## src/design/rtc_pkg.sv

```systemverilog
// constants for the calendar, trim and watchdog register block
`default_nettype none
package rtc_pkg;
    // ===================================================
    // register offsets
    localparam logic [7:0] RTC_OFS_DAY   = 8'h05;
    localparam logic [7:0] RTC_OFS_MONTH = 8'h06;
    localparam logic [7:0] RTC_OFS_YEAR  = 8'h07;
    localparam logic [7:0] RTC_OFS_TRIM  = 8'h08;
    localparam logic [7:0] RTC_OFS_WDT   = 8'h09;
    // ===================================================
    // field positions
    localparam int RTC_DAY_MSB      = 5;
    localparam int RTC_MONTH_MSB    = 4;
    localparam int RTC_MONTH_UNUSED = 5;
    localparam int RTC_CENT_LO      = 6;
    localparam int RTC_TRIM_OUT     = 7;
    localparam int RTC_TRIM_UNUSED  = 6;
    localparam int RTC_TRIM_POS     = 5;
    localparam int RTC_TRIM_MAG_MSB = 4;
    localparam int RTC_WDT_SRC_HI   = 7;
    localparam int RTC_WDT_MUL_LSB  = 2;
    localparam int RTC_WDT_MUL_MSB  = 6;
    // ===================================================
    // reset values
    localparam logic [5:0] RTC_RST_DAY   = 6'h01;
    localparam logic [4:0] RTC_RST_MONTH = 5'h01;
    localparam logic [1:0] RTC_RST_CENT  = 2'h0;
    localparam logic [7:0] RTC_RST_YEAR  = 8'h00;
    localparam logic [7:0] RTC_RST_TRIM  = 8'h00;
    localparam logic [7:0] RTC_RST_WDT   = 8'h00;
    // ===================================================
    // watchdog tick sources and their period as multiples of the 16 Hz period
    typedef enum logic [2:0] {
        RTC_SRC_16HZ   = 3'b000,
        RTC_SRC_4HZ    = 3'b001,
        RTC_SRC_1HZ    = 3'b010,
        RTC_SRC_QHZ    = 3'b011,
        RTC_SRC_60S    = 3'b100
    } rtc_src_type;
    localparam int RTC_OSC_PER_16HZ = 2048;
    localparam int RTC_MUL_4HZ      = 4;
    localparam int RTC_MUL_1HZ      = 16;
    localparam int RTC_MUL_QHZ      = 64;
    localparam int RTC_MUL_60S      = 960;
endpackage
`default_nettype wire

```

## src/design/rtc_regs.sv

```systemverilog
// calendar, frequency trim and watchdog registers with interrupt pin logic
// Function
// - day register holds six BCD bits; upper two bits are zero
// - month held as BCD 1..12 in bits 4..0; bit 5 reads zero
// - century field in bits 7..6; year 00 leap only in century 00
// - year register holds full eight-bit BCD year 0..99
// - with no interrupt source enabled, interrupt pin follows trim bit 7
// - trim bit 5 picks direction, one positive; bit 6 stays zero
// - trim bits 4..0 hold binary magnitude 0..31
// - watchdog source bits 7,1,0 pick 16, 4, 1, 1/4 or 1/60 Hz
// - watchdog bits 6..2 hold binary multiplier 0..31
// - oscillator fail enable lets a detected failure drive the interrupt
`default_nettype none
module rtc_regs
    import rtc_pkg::*;
#(
    parameter int OSC_PER_16HZ = RTC_OSC_PER_16HZ
) (
    input  wire logic       clock_i,          // 125 MHz clock
    input  wire logic       arst_n_i,         // asynchronous reset, low active
    input  wire logic [7:0] reg_addr_i,       // register address
    input  wire logic [7:0] reg_wdata_i,      // write data
    input  wire logic       reg_wr_i,         // write strobe
    output logic      [7:0] reg_rdata_o,      // read data, one cycle after address
    input  wire logic       osc_tick_i,       // one pulse per 32.768 kHz period
    input  wire logic       osc_fail_i,       // oscillator failure detected
    input  wire logic       osc_fail_irq_en_i,// oscillator fail interrupt enable
    input  wire logic       alarm_flag_i,     // alarm flag set
    input  wire logic       alarm_flag_en_i,  // alarm flag enable
    input  wire logic       wdt_flag_clr_i,   // clears the watchdog flag
    output logic            wdt_flag_o,       // watchdog timeout flag
    output logic            leap_year_o,      // current year is a leap year
    output logic            trim_pos_o,       // trim direction, high positive
    output logic      [4:0] trim_mag_o,       // trim magnitude
    output logic            int_n_o           // interrupt pin, low active
);
    localparam int PW = $clog2(OSC_PER_16HZ * RTC_MUL_60S + 1);

    // refuse a prescaler that cannot count
    if (OSC_PER_16HZ < 1) begin : g_bad_period
        $error("OSC_PER_16HZ must be at least one");
    end

    typedef struct packed {
        logic [5:0]    day;
        logic [1:0]    century;
        logic [4:0]    month;
        logic [7:0]    year;
        logic          trim_out;
        logic          trim_pos;
        logic [4:0]    trim_mag;
        logic [7:0]    wdt;
        logic [PW-1:0] pre;
        logic [4:0]    mul_cnt;
        logic          wdt_flag;
        logic [7:0]    rdata;
    } rtc_state_type;

    rtc_state_type st;
    rtc_state_type next_st;

    // ===================================================
    // helper functions
    function automatic logic [PW-1:0] src_period(input logic [2:0] src);
        logic [PW-1:0] p;
        p = '0;
        unique case (src)
            RTC_SRC_16HZ: p = PW'(OSC_PER_16HZ);
            RTC_SRC_4HZ:  p = PW'(OSC_PER_16HZ * RTC_MUL_4HZ);
            RTC_SRC_1HZ:  p = PW'(OSC_PER_16HZ * RTC_MUL_1HZ);
            RTC_SRC_QHZ:  p = PW'(OSC_PER_16HZ * RTC_MUL_QHZ);
            RTC_SRC_60S:  p = PW'(OSC_PER_16HZ * RTC_MUL_60S);
            default:      p = '0;
        endcase
        return p;
    endfunction

    function automatic logic bcd_div4(input logic [7:0] y);
        logic ev;
        ev = ~y[4];
        return ev ? (y[3:0] == 4'h0 || y[3:0] == 4'h4 || y[3:0] == 4'h8)
                  : (y[3:0] == 4'h2 || y[3:0] == 4'h6);
    endfunction

    logic [2:0]    wdt_src;
    logic [4:0]    wdt_mul;
    logic [PW-1:0] period;
    logic          wdt_active;
    logic          any_src;

    assign wdt_src    = {st.wdt[RTC_WDT_SRC_HI], st.wdt[1:0]};
    assign wdt_mul    = st.wdt[RTC_WDT_MUL_MSB:RTC_WDT_MUL_LSB];
    assign period     = src_period(wdt_src);
    assign wdt_active = (wdt_mul != 5'h00) && (period != '0);

    // ===================================================
    // next state
    always_comb begin
        next_st = st;
        if (reg_wr_i) begin
            unique case (reg_addr_i)
                RTC_OFS_DAY:   next_st.day = reg_wdata_i[RTC_DAY_MSB:0];
                RTC_OFS_MONTH: begin
                    next_st.month   = reg_wdata_i[RTC_MONTH_MSB:0];
                    next_st.century = reg_wdata_i[7:RTC_CENT_LO];
                end
                RTC_OFS_YEAR:  next_st.year = reg_wdata_i;
                RTC_OFS_TRIM:  begin
                    next_st.trim_out = reg_wdata_i[RTC_TRIM_OUT];
                    next_st.trim_pos = reg_wdata_i[RTC_TRIM_POS];
                    next_st.trim_mag = reg_wdata_i[RTC_TRIM_MAG_MSB:0];
                end
                RTC_OFS_WDT:   next_st.wdt = reg_wdata_i;
                default:       next_st.day = st.day;
            endcase
        end
        // watchdog: prescale oscillator ticks, then count source periods
        if (reg_wr_i && reg_addr_i == RTC_OFS_WDT) begin
            next_st.pre     = '0;
            next_st.mul_cnt = 5'h00;
        end else if (!wdt_active) begin
            next_st.pre     = '0;
            next_st.mul_cnt = 5'h00;
        end else if (osc_tick_i) begin
            if (st.pre == period - PW'(1)) begin
                next_st.pre = '0;
                if (st.mul_cnt == wdt_mul - 5'h01) begin
                    next_st.mul_cnt = 5'h00;
                    next_st.wdt_flag = 1'b1;
                end else begin
                    next_st.mul_cnt = st.mul_cnt + 5'h01;
                end
            end else begin
                next_st.pre = st.pre + PW'(1);
            end
        end
        // a flag that rises in the clear cycle stays set
        if (wdt_flag_clr_i && !(next_st.wdt_flag && !st.wdt_flag)) begin
            next_st.wdt_flag = 1'b0;
        end
        unique case (reg_addr_i)
            RTC_OFS_DAY:   next_st.rdata = {2'h0, st.day};
            RTC_OFS_MONTH: next_st.rdata = {st.century, 1'b0, st.month};
            RTC_OFS_YEAR:  next_st.rdata = st.year;
            RTC_OFS_TRIM:  next_st.rdata = {st.trim_out, 1'b0, st.trim_pos,
                                            st.trim_mag};
            RTC_OFS_WDT:   next_st.rdata = st.wdt;
            default:       next_st.rdata = 8'h00;
        endcase
    end

    always_ff @(posedge clock_i or negedge arst_n_i) begin
        if (!arst_n_i) begin
            st          <= '0;
            st.day      <= RTC_RST_DAY;
            st.month    <= RTC_RST_MONTH;
            st.century  <= RTC_RST_CENT;
            st.year     <= RTC_RST_YEAR;
            st.trim_out <= RTC_RST_TRIM[RTC_TRIM_OUT];
            st.trim_pos <= RTC_RST_TRIM[RTC_TRIM_POS];
            st.trim_mag <= RTC_RST_TRIM[RTC_TRIM_MAG_MSB:0];
            st.wdt      <= RTC_RST_WDT;
        end else begin
            st <= next_st;
        end
    end

    // ===================================================
    // outputs
    assign reg_rdata_o = st.rdata;
    assign wdt_flag_o  = st.wdt_flag;
    assign trim_pos_o  = st.trim_pos;
    assign trim_mag_o  = st.trim_mag;
    assign leap_year_o = (st.year == 8'h00) ? (st.century == 2'b00)
                                            : bcd_div4(st.year);
    assign any_src     = osc_fail_irq_en_i || alarm_flag_en_i || wdt_active;
    assign int_n_o     = !any_src ? st.trim_out
                       : !((osc_fail_irq_en_i && osc_fail_i)
                         || (alarm_flag_en_i && alarm_flag_i) || st.wdt_flag);

    // ===================================================
    // assertions
    AST_DAY_WR: assert property (@(posedge clock_i) disable iff (!arst_n_i)
        reg_wr_i && reg_addr_i == RTC_OFS_DAY ##1 reg_addr_i == RTC_OFS_DAY
        |=> reg_rdata_o == {2'h0, $past(reg_wdata_i[5:0], 2)})
        else $error("day register readback wrong");
    AST_MONTH_RD: assert property (@(posedge clock_i) disable iff (!arst_n_i)
        reg_addr_i == RTC_OFS_MONTH |=> reg_rdata_o[5] == 1'b0
            && reg_rdata_o[4:0] == $past(st.month))
        else $error("month readback wrong");
    AST_LEAP00: assert property (@(posedge clock_i) disable iff (!arst_n_i)
        st.year == 8'h00 |-> leap_year_o == (st.century == 2'b00))
        else $error("year 00 leap wrong");
    AST_YEAR_WR: assert property (@(posedge clock_i) disable iff (!arst_n_i)
        reg_wr_i && reg_addr_i == RTC_OFS_YEAR |=> st.year == $past(reg_wdata_i))
        else $error("year not stored");
    AST_INT_GPO: assert property (@(posedge clock_i) disable iff (!arst_n_i)
        !osc_fail_irq_en_i && !alarm_flag_en_i && wdt_mul == 5'h00
        |-> int_n_o == st.trim_out)
        else $error("pin does not follow output bit");
    AST_TRIM_DIR: assert property (@(posedge clock_i) disable iff (!arst_n_i)
        reg_wr_i && reg_addr_i == RTC_OFS_TRIM
        |=> trim_pos_o == $past(reg_wdata_i[5]) && !st.rdata[6])
        else $error("trim direction wrong");
    AST_TRIM_MAG: assert property (@(posedge clock_i) disable iff (!arst_n_i)
        reg_wr_i && reg_addr_i == RTC_OFS_TRIM |=> trim_mag_o == $past(reg_wdata_i[4:0]))
        else $error("trim magnitude wrong");
    AST_SRC_ILLEGAL: assert property (@(posedge clock_i) disable iff (!arst_n_i)
        wdt_src[2] && wdt_src[1:0] != 2'b00 |=> !$rose(st.wdt_flag))
        else $error("illegal source caused timeout");
    AST_MUL_ZERO: assert property (@(posedge clock_i) disable iff (!arst_n_i)
        wdt_mul == 5'h00 |=> !$rose(st.wdt_flag) && st.pre == '0)
        else $error("zero multiplier ran watchdog");
    AST_OSC_IRQ: assert property (@(posedge clock_i) disable iff (!arst_n_i)
        osc_fail_irq_en_i && osc_fail_i |-> !int_n_o)
        else $error("oscillator fail not signalled");
    AST_WDT_TIMEOUT: assert property (@(posedge clock_i) disable iff (!arst_n_i)
        wdt_active && osc_tick_i && st.pre == period - PW'(1)
        && st.mul_cnt == wdt_mul - 5'h01 && !(reg_wr_i && reg_addr_i == RTC_OFS_WDT)
        |=> st.wdt_flag)
        else $error("timeout not flagged");
endmodule
`default_nettype wire

```

## config.mk

```make
export PLATFORM = sky130hd
export DESIGN_NAME = rtc_regs
export DESIGN_NICKNAME = d
export VERILOG_FILES = /design/src/design/rtc_pkg.sv /design/src/design/rtc_regs.sv
export SDC_FILE = /design/constraint.sdc
export NUM_CORES = 1
export LEC_CHECK = 0
export ABC_AREA = 1
export BUFFER_PORTS_ARGS = -buffer_cell sky130_fd_sc_hd__buf_2
export CORE_MARGIN = 2
export CORE_UTILIZATION = 66
export CTS_BUF_LIST = sky130_fd_sc_hd__clkbuf_2
export DETAILED_ROUTE_END_ITERATION = 8
export PLACE_DENSITY = 0.9
export SYNTH_ARGS = -nofsm -noshare
export SYNTH_HDL_FRONTEND = slang
export SYNTH_SLANG_ARGS = --single-unit
```

## constraint.sdc

```tcl
create_clock -name clock_i -period 3.08 [get_ports clock_i]
set_clock_uncertainty 0.1 [all_clocks]
set_input_delay 0.462 -clock clock_i [delete_from_list [all_inputs] [get_ports clock_i]]
set_output_delay 0.462 -clock clock_i [all_outputs]
set_load 0.01 [all_outputs]
```

==> results of run 1 <==
[power groups by stage]
stage	Sequential [mW]	Clock, mW	Combinational [mW]
final	0.986	0.455	0.239
after global routing	0.989	0.492	0.269
after CTS	0.985	0.455	0.237
after detailed placement	1.00	0	0.236
after global placement	0.999	0	0.227
after floorplan	0.994	0	0.160
[cell type report]
class                           instances  area, µm²
Multi-Input combinational cell        416       2140
Sequential cell                        71       1780
Fill cell                             507       1770
Inverter                               73        277
Timing Repair Buffer                   44        230
Tap cell                               77       96.3
Clock buffer                           10       50.0
Clock inverter                          6       36.3
[worst register-to-register path, cell delays in order, from the launching register on]
cell and delay [ns]:
dfrtp_1 0.52, nor2_4 0.19, nand2_2 0.09, ha_1 0.34
xnor2_1 0.13, nor2_1 0.10, nand4_1 0.09, nor2_1 0.12
nand2_2 0.26, nand3b_1 0.19, nand2_1 0.06
[logic make-up after synthesis]
logic type	Yosys count	share of synthesized area [%]
AO/OA/AOI/OAI	69	9.25
AND/OR/NAND/NOR	328	35.6
buffers and inverters	95	10.2
flip-flops	71	40.7
adder cells (fa/ha/maj)	4	1.15
XOR/XNOR	15	3.01
[cell usage after synthesis (2+ instances only)]
cell type / number
nor3_1: 8
buf_6: 5
xor2_1: 10
nand3b_1: 3
o22ai_1: 5
ha_1: 4
nor2_1: 39
o2111ai_1: 2
buf_4: 13
nand2_1: 184
o21ai_2: 7
o21ai_0: 20
nand3_1: 45
nand2_2: 12
a22oi_1: 3
inv_2: 8
a21oi_1: 9
inv_1: 64
nand3_2: 7
nor3_4: 2
nand3_4: 3
or2_2: 2
clkbuf_1: 2
dfstp_2: 2
xnor2_1: 5
dfrtp_1: 69
nand4_1: 8
o21ai_1: 20
nor2_4: 4
nor2_2: 5
buf_2: 2
[repair_timing]
| item | 4_1_cts | 5_1_grt |
|---|---|---|
| resized for setup | 0 | 0 |
| setup endpoints to repair | 0 | 0 |
| endpoints found under the hold margin | 24 | 0 |
| hold buffers | 1 | 0 |
[state kept, by name, indices dropped and copies added, names as in the netlist]
register     cells
reg_rdata_o      8
st              56
trim_mag_o       5
trim_pos_o       1
wdt_flag_o       1
[metrics by stage]
| stage | hold slack [ns] | total power, mW | utilization (%) |
|---|---|---|---|
| after global routing | 0.0776 | 1.75 | 72.2 |
| final | 0.0989 | 1.68 | 72.2 |
| after floorplan | 0.0664 | 1.15 | - |
| after global placement | 0.363 | 1.23 | 70.7 |
| after CTS | 0.0814 | 1.68 | 72.2 |
| after detailed placement | 0.378 | 1.24 | 70.7 |
[worst paths after layout]
check / slack, ns / to / depth (start not counted) / startpoint
worst max-delay path: 0.24 / int_n_o / 9 / st[42]$_DFFE_PN0P_
worst min-delay path: 0.1 / st[56]$_DFFE_PN0P_ / 3 / reg_wdata_i[6]
worst max register to register: 0.81 / st[23]$_DFFE_PN0P_ / 10 / st[36]$_DFFE_PN0P_
worst min register to register: 0.40 / st[65]$_DFFE_PN1P_ / 2 / st[65]$_DFFE_PN1P_
max in group asynchronous: 1.78 / st[13]$_DFFE_PN0P_ / 3 / arst_n_i
min in group asynchronous: 0.33 / st[50]$_DFFE_PN0P_ / 2 / arst_n_i
[layout by cell type, fill, tap and decap left out, types with 3 or more instances in the layout]
cell type	n
inv_2	8
o21ai_0	20
nor2_4	4
clkbuf_2	10
nor3_1	8
buf_2	41
o22ai_1	5
dfrtp_1	69
a21oi_1	9
nand2_2	12
nand3_4	3
a22oi_1	3
nand3_1	45
nand3_2	7
inv_1	64
ha_1	4
nand4_1	8
o21ai_1	20
nor2_1	39
nand2_1	184
nand3b_1	3
o21ai_2	7
nor2_2	5
xor2_1	10
xnor2_1	5
[metal layers]
layer	GRT usage [%]	vias to the layer above	wire length [µm]	share of wire [%]
li1	-	1922	-	-
met1	44.6	1857	4520	43
met2	49.1	238	4890	46
met3	4.57	21	937	8.9
met4	10.8	0	175	1.7
met5	0	-	0	0
==> results.cfg, run 1 <==
[global_routing]
grt_pass1_vias = 3772
grt_first_pass_wirelength_um = 17900
antenna_found_initial = 0
grt_overflow = 0
grt_max_degree = 29
track_usage_pct = 31.3

[timing]
finalSetupViolCount = 0
setup_ws_ns = 0.238
maxSlewViolCount = 0
rsz0062_at_grt = false
setup_tns_ns = 0
worstMarginPinSlew_ns = 0.599
post-route-period-util_pct = 92.3
period_needed_ns = 2.84
hold_viol_final = 0
relSlewSlack_pct = 60.1
fmax_mhz = 352

[logic_synthesis]
yosys.area.top_type = dfrtp_1
synth-warning-count = 0
synth_top_cell_area_share_pct = 39.5
synth.area.top_cells = dfrtp_1 40%, nand2_1 16%, inv_1 5.5%
synth_edf_count = 0
synth.cell_area_um2 = 4370
syn_inst = 582
synth.distinct_cells = 41
synth.net_count = 611
syn_avg_cell_area_um2 = 7.51
synth_ff_type = dfrtp_1
async_flop_share_pct = 100
synth_seq_area_share_pct = 40.7
ys_ff_latch = 71

[cells_and_area]
stdcell_area_um2 = 4610
layout-drive-gt1-share_pct = 18.4
instances_no_fill = 697
area_delta_synth_final_pct = 5.53
num_antenna_cells = 0
fin_nets = 644

[drt]
drc = 0
drtIter0Drc = 380
postRouteAntennaNets = 0
drt_wl_total_um = 10500
first_pass_iters = 6
via_per_inst = 5.79
vias = 4038
avgRoutedWirePerCell_um = 15.1

[placement]
dpl.hpwl_um = 7890
gp_congestion = 0.942
io_buffers = 41
dp.cells = 680
dp_slack_ns = 0.808
detailed_place.area_um2 = 4520

[pwr]
p_clk_share_pct = 27.1
p_int_mw = 1.14
irDropWorstVdd_mv = 0.278
p_comb_share_pct = 14.2
leakage_nw = 2.28
sw_frac_of_total_pct = 32.2
pwr-share-seq_pct = 58.7
power_switching_uw = 540
powerDensity_nw_per_um2 = 364

[floorplanning]
dieArea_um2 = 7290
ios = 42
chipHeight_um = 85.4
die_x_um = 85.4
core-area_um2 = 6390
rows = 29
start_util_pct = 68.4

[setup_path]
worstSetupPathType = flip-flop to output port
cp.required_ns = 2.52
timing.critical_path.from_type = flip-flop
critPathBufInv = 3
cpPeakStageDelay_ns = 0.56
crit_fanout = 10
crit_chain = inv_4 -> nand3_1 -> ha_1 -> nand3_2 -> nand2_2 -> inv_2 -> nor4_1 -> nor2_1 -> buf_2
cpLargestDelayFamily = simple AND/OR/NAND/NOR gates
slowest_stage = dfrtp_1
critPathCaptureType = output port
arrival_ns = 2.28

[clocking]
htreeDepth = 3
cts_setup_buffers = 0
clk_latency_ns = 0.53
cts_buffer_depth = 2
cts_tree = built
numCtsBuffers = 9
clock-root-buffer = clkbuf_2
cts.sinks = 71
clkSlewWorstSetupHoldPaths_ns = 0.20

[outcome]
outcome = finished clean

[hold_path]
hold_class = input pin to flip-flop

[job]
cap_violations = 0
Note: power is estimated with default switching activity, not from simulation.
==> inputs of run 2 (changes only) <==
--- a/config.mk
+++ b/config.mk
@@ -7,11 +7,13 @@
 export LEC_CHECK = 0
 export ABC_AREA = 1
 export BUFFER_PORTS_ARGS = -buffer_cell sky130_fd_sc_hd__buf_2
+export CORE_ASPECT_RATIO = 0.6
 export CORE_MARGIN = 2
 export CORE_UTILIZATION = 66
 export CTS_BUF_LIST = sky130_fd_sc_hd__clkbuf_2
 export DETAILED_ROUTE_END_ITERATION = 8
 export PLACE_DENSITY = 0.9
+export SLEW_MARGIN = 5
 export SYNTH_ARGS = -nofsm -noshare
 export SYNTH_HDL_FRONTEND = slang
 export SYNTH_SLANG_ARGS = --single-unit
==> constraint.sdc (replaced) <==
create_clock -name clock_i -period 3.08 [get_ports clock_i]
set_clock_uncertainty 0.1 [all_clocks]
set_input_delay 0.462 -clock clock_i [delete_from_list [all_inputs] [get_ports clock_i]]
set_output_delay 0.462 -clock clock_i [all_outputs]
set_load 0.1 [all_outputs]
==> run 2 against run 1 <==
Compared with the run above:
- worst hold slack got worse by 0.026 ns
- global-route usage rose by 2.5 points
- setup slack got worse by 0.036 ns
- combinational power rose by 24%
- wire length rose by 5.0%
- non-clock buffer count fell by 1
- sequential share of layout area fell by 0.16 points
- sequential power barely moved
- critical endpoint unchanged
==> results.cfg, run 2 (synthesis results as in run 1) <==
[pwr]
leakage_nw = 2.29
p_int_mw = 1.22
pwr-share-seq_pct = 55.0
power_switching_uw = 571
irDropWorstVdd_mv = 0.261
powerDensity_nw_per_um2 = 387
p_comb_share_pct = 16.6
sw_frac_of_total_pct = 31.9
p_clk_share_pct = 28.4

[global_routing]
grt_pass1_vias = 3595
grt_first_pass_wirelength_um = 18100
track_usage_pct = 33.8
grt_max_degree = 72
grt_overflow = 0
antenna_found_initial = 0

[timing]
setup_tns_ns = 0
maxSlewViolCount = 0
post-route-period-util_pct = 93.4
rsz0062_at_grt = false
worstMarginPinSlew_ns = 0.882
relSlewSlack_pct = 41.2
hold_viol_final = 0
period_needed_ns = 2.88
fmax_mhz = 347
finalSetupViolCount = 0

[drt]
first_pass_iters = 5
wl_met2_um = 4530
avgRoutedWirePerCell_um = 15.7
postRouteAntennaNets = 0
drc = 0
wl_met1_um = 5120
via_per_inst = 5.73
drt_wl_total_um = 11000
dr_wl_met3_um = 1270
route.top_layer_used = met4
drtIter0Drc = 561
vias = 4027

[clocking]
clk_latency_ns = 0.54
clkSlewWorstSetupHoldPaths_ns = 0.18
cts.sinks = 71
cts_setup_buffers = 0
htreeDepth = 3
cts_tree = built
numCtsBuffers = 9
cts_buffer_depth = 2
clock-root-buffer = clkbuf_2

[cells_and_area]
largest_reg_flops = 56
final_util_pct = 74.2
final_cell_mix = 184 x nand2_1, 68 x dfrtp_1, 64 x inv_1, 45 x nand3_1, 40 x buf_2
area_delta_synth_final_pct = 6.04
largest-register = st
fin_nets = 643
final_common_cell = nand2_1
num_antenna_cells = 0
layout-drive-gt1-share_pct = 18.6

[placement]
io_buffers = 41
gp_congestion = 1.04
dpl.hpwl_um = 8640

[hold_path]
hold_start = wdt_flag_clr_i
hold_class = input pin to flip-flop

[floorplanning]
die_x_um = 109
ios = 42
chipHeight_um = 67.0
core-area_um2 = 6250
dieArea_um2 = 7310
rows = 22
start_util_pct = 69.9

[setup_path]
timing.critical_path.from_type = flip-flop
crit_top_cell = nand2_2
timing.rr.start = st[36]$_DFFE_PN0P_
startpoint = st[36]$_DFFE_PN0P_
crit_fanout = 7
cp.required_ns = 2.52
arrival_ns = 2.32
cpPeakStageDelay_ns = 0.52
critPathCaptureType = output port
worstSetupPathType = flip-flop to output port
slowest_stage = dfrtp_1
crit_chain = nor2_4 -> nand2_2 -> ha_1 -> nand3_2 -> nand2_2 -> inv_2 -> nor4_1 -> nor2_1 -> clkbuf_4

[job]
cap_violations = 0

[outcome]
outcome = finished clean
==> run 2: changes by cell type in the layout (fill, tap and decap cells not counted), sizes merged <==
cell / delta
inv: -1
buf: -2
clkinvlp: -2
clkinv: +1
clkbuf: +2
bufinv: +1
==> run 2: final timing paths <==
path                                        end  slack (ns)  depth (start not counted)
hold reg to reg              st[38]$_DFFE_PN0P_        0.42                          2
setup reg to reg             st[29]$_DFFE_PN0P_        0.77                         10
max in group asynchronous    st[42]$_DFFE_PN0P_        1.76                          3
hold / removal             wdt_flag_o$_DFF_PN0_        0.07                          3
min in group asynchronous    st[33]$_DFFE_PN0P_        0.52                          3
setup / recovery                        int_n_o        0.20                          9
==> run 2: layer usage <==
layer	vias up	GRT usage, %
met3	22	9.39
met5	-	3.97
met4	0	7.85
met2	214	47.4
li1	1916	-
met1	1875	51.1
==> run 2: final cells by class <==
class                      instances  area (µm²)
fill                             471        1610
tap                               84         105
clock buffer                      11        55.1
inverter                          73         277
multi-input combinational        416        2140
clock inverter                     5        48.8
sequential                        71        1780
timing repair buffer              43         225
==> run 2: repair_timing <==
item / 4_1_cts / 5_1_grt
hold buffers: 1 / 0
endpoints found under the hold margin: 5 / 0
gates resized for setup: 0 / 2
endpoints found under the setup margin: 0 / 1
==> run 2: critical path, delay by kind of cell (launching register included) <==
family	cells	cell delay, ns
buffers and inverters	2	0.43
flip-flops	1	0.52
adder cells (fa/ha/maj)	1	0.27
AND/OR/NAND/NOR	6	0.58
==> run 2: power by group through the flow <==
stage / combinational (mW) / sequential (mW) / clock (mW)
3_3_place_gp: 0.283 / 0.999 / 0
2_1_floorplan: 0.214 / 0.998 / 0
6_report: 0.297 / 0.986 / 0.509
5_1_grt: 0.325 / 0.989 / 0.562
4_1_cts: 0.293 / 0.984 / 0.518
3_5_place_dp: 0.292 / 1.00 / 0
==> run 2: stage by stage <==
stage	power (mW)	instance area (µm²)	hold slack, ns	worst slack (ns)	instances
floorplan	1.21	4370	0.0664	0.0426	582
global placement	1.28	4520	0.366	0.730	686
detailed placement	1.29	4520	0.375	0.696	686
CTS	1.80	4630	0.0440	0.0843	703
global route	1.88	4630	0.0697	0.0304	703
finish	1.79	4630	0.0727	0.202	703
==> inputs of run 3 (changes only) <==
--- a/config.mk
+++ b/config.mk
@@ -10,7 +10,7 @@
 export CORE_ASPECT_RATIO = 0.6
 export CORE_MARGIN = 2
 export CORE_UTILIZATION = 66
-export CTS_BUF_LIST = sky130_fd_sc_hd__clkbuf_2
+export CTS_BUF_LIST = sky130_fd_sc_hd__clkbuf_4
 export DETAILED_ROUTE_END_ITERATION = 8
 export PLACE_DENSITY = 0.9
 export SLEW_MARGIN = 5
==> run 3 against run 2 <==
Compared with the run above:
- combinational power about the same
- clock power grew 14%
- via count up 0.79%
- total power is 3.7% higher
- die area is the same
- design area rose by 0.30%
- highest routed layer unchanged
- final cell count is 0.14% lower
==> results.cfg, run 3 (synthesis results as in run 1) <==
[outcome]
outcome = finished clean

[placement]
detailed_place.area_um2 = 4520
io_buffers = 41
dpl.hpwl_um = 8640
gp_congestion = 1.04

[setup_path]
arrival_ns = 2.30
timing.critical_path.from_type = flip-flop
crit_fanout = 7
critPathCaptureType = output port
worstSetupPathType = flip-flop to output port
cp.required_ns = 2.52
reg2reg_slack_ns = 0.76

[cells_and_area]
layout-drive-gt1-share_pct = 18.4
final_cell_mix = 184 x nand2_1, 69 x dfrtp_1, 64 x inv_1, 45 x nand3_1, 41 x buf_2
fin_nets = 642
area_delta_synth_final_pct = 6.36
final_util_pct = 74.4
num_antenna_cells = 0
final_common_cell = nand2_1
largest-register = st
stdcell_area_um2 = 4650
multi_input_area_um2 = 2140
largest_reg_flops = 56
nFillCells = 468
seq_area_um2 = 1780

[clocking]
cts_resized = 0
clock-root-buffer = clkbuf_4
cts.sinks = 71
clkSlewWorstSetupHoldPaths_ns = 0.11
numCtsBuffers = 9
cts_tree = built
clk_latency_ns = 0.43
htreeDepth = 3
postCtsHoldBufs = 0
cts_setup_buffers = 0
cts_buffer_depth = 2

[timing]
worstMarginPinSlew_ns = 0.880
relSlewSlack_pct = 41.4
period_needed_ns = 2.86
rsz0062_at_grt = false
finalSetupViolCount = 0
post-route-period-util_pct = 92.8
hold_viol_final = 0
maxSlewViolCount = 0
fmax_mhz = 350
setup_tns_ns = 0

[floorplanning]
dieArea_um2 = 7310
ios = 42
core-area_um2 = 6250
rows = 22
chipHeight_um = 67.0
die_x_um = 109
start_util_pct = 69.9

[global_routing]
grt_overflow = 0
antenna_found_initial = 0
grt_pass1_vias = 3589
grt_max_degree = 72
grt_first_pass_wirelength_um = 18000
track_usage_pct = 33.7

[drt]
dr_wl_met3_um = 1370
wl_met1_um = 5080
drc = 0
wl_met2_um = 4480
route.top_layer_used = met4
via_per_inst = 5.78
first_pass_iters = 5
avgRoutedWirePerCell_um = 15.7
drtIter0Drc = 543
postRouteAntennaNets = 0
vias = 4059
drt_wl_total_um = 11000

[pwr]
p_int_mw = 1.29
power_switching_uw = 569
powerDensity_nw_per_um2 = 400
leakage_nw = 2.29
sw_frac_of_total_pct = 30.6
p_comb_share_pct = 15.9
pwr-share-seq_pct = 53.0
irDropWorstVdd_mv = 0.305
p_clk_share_pct = 31.2

[hold_path]
hold_class = input pin to asynchronous set/reset pin

[job]
cap_violations = 0
==> run 3: changes by cell type in the layout (fill, tap and decap cells not counted) <==
cell / change
clkbuf_2: -11
clkbuf_4: +10
buf_2: +1
dfrtp_1: +1
dfrtp_2: -1
dlygate4sd3_1: -1
==> run 3: worst max-delay path, stage by stage (launching register included) <==
cell	delay (ns)
dfrtp_1	0.50
nor2_4	0.19
nand2_2	0.09
ha_1	0.27
nand3_2	0.10
nand2_2	0.06
inv_2	0.10
nor4_1	0.05
nor2_1	0.09
buf_2	0.43
==> run 3: metal layers <==
layer,vias up,global-route usage [%]
met5,-,3.97
met4,0,8.81
met3,17,8.90
met2,249,47.0
met1,1871,50.9
li1,1922,-
==> run 3: worst paths after layout <==
kind,from,end,cells after the start
max,st[36]$_DFFE_PN0P_,int_n_o,9
min,arst_n_i,trim_mag_o[1]$_DFFE_PN0P_,2
max reg2reg,st[36]$_DFFE_PN0P_,st[29]$_DFFE_PN0P_,10
min reg2reg,st[38]$_DFFE_PN0P_,st[38]$_DFFE_PN0P_,2
max in group asynchronous,arst_n_i,st[69]$_DFFE_PN0P_,2
min in group clock_i,wdt_flag_clr_i,wdt_flag_o$_DFF_PN0_,3
==> run 3: area by class of cell <==
type | count | area share [%]
clock buffer | 11 | 1.78
clock inverter | 5 | 1.05
inverter | 73 | 5.95
multi-input combinational | 416 | 46.1
sequential | 71 | 38.3
tap | 84 | 2.26
timing repair buffer | 42 | 4.58
==> run 3: power groups by stage <==
| stage | logic, mW | clock network [mW] | registers [mW] |
|---|---|---|---|
| 2_1_floorplan | 0.214 | 0 | 0.998 |
| 3_3_place_gp | 0.283 | 0 | 0.999 |
| 3_5_place_dp | 0.292 | 0 | 1.00 |
| 4_1_cts | 0.292 | 0.588 | 0.983 |
| 5_1_grt | 0.323 | 0.634 | 0.987 |
| 6_report | 0.295 | 0.579 | 0.985 |
==> run 3: per-stage QoR <==
| stage | worst slack, ns | hold slack (ns) | cells | total power, mW |
|---|---|---|---|---|
| after floorplan | 0.0426 | 0.0664 | 582 | 1.21 |
| after global placement | 0.730 | 0.366 | 686 | 1.28 |
| after detailed placement | 0.696 | 0.375 | 686 | 1.29 |
| after CTS | 0.216 | 0.138 | 702 | 1.86 |
| after global routing | 0.0769 | 0.183 | 702 | 1.95 |
| final | 0.222 | 0.117 | 702 | 1.86 |
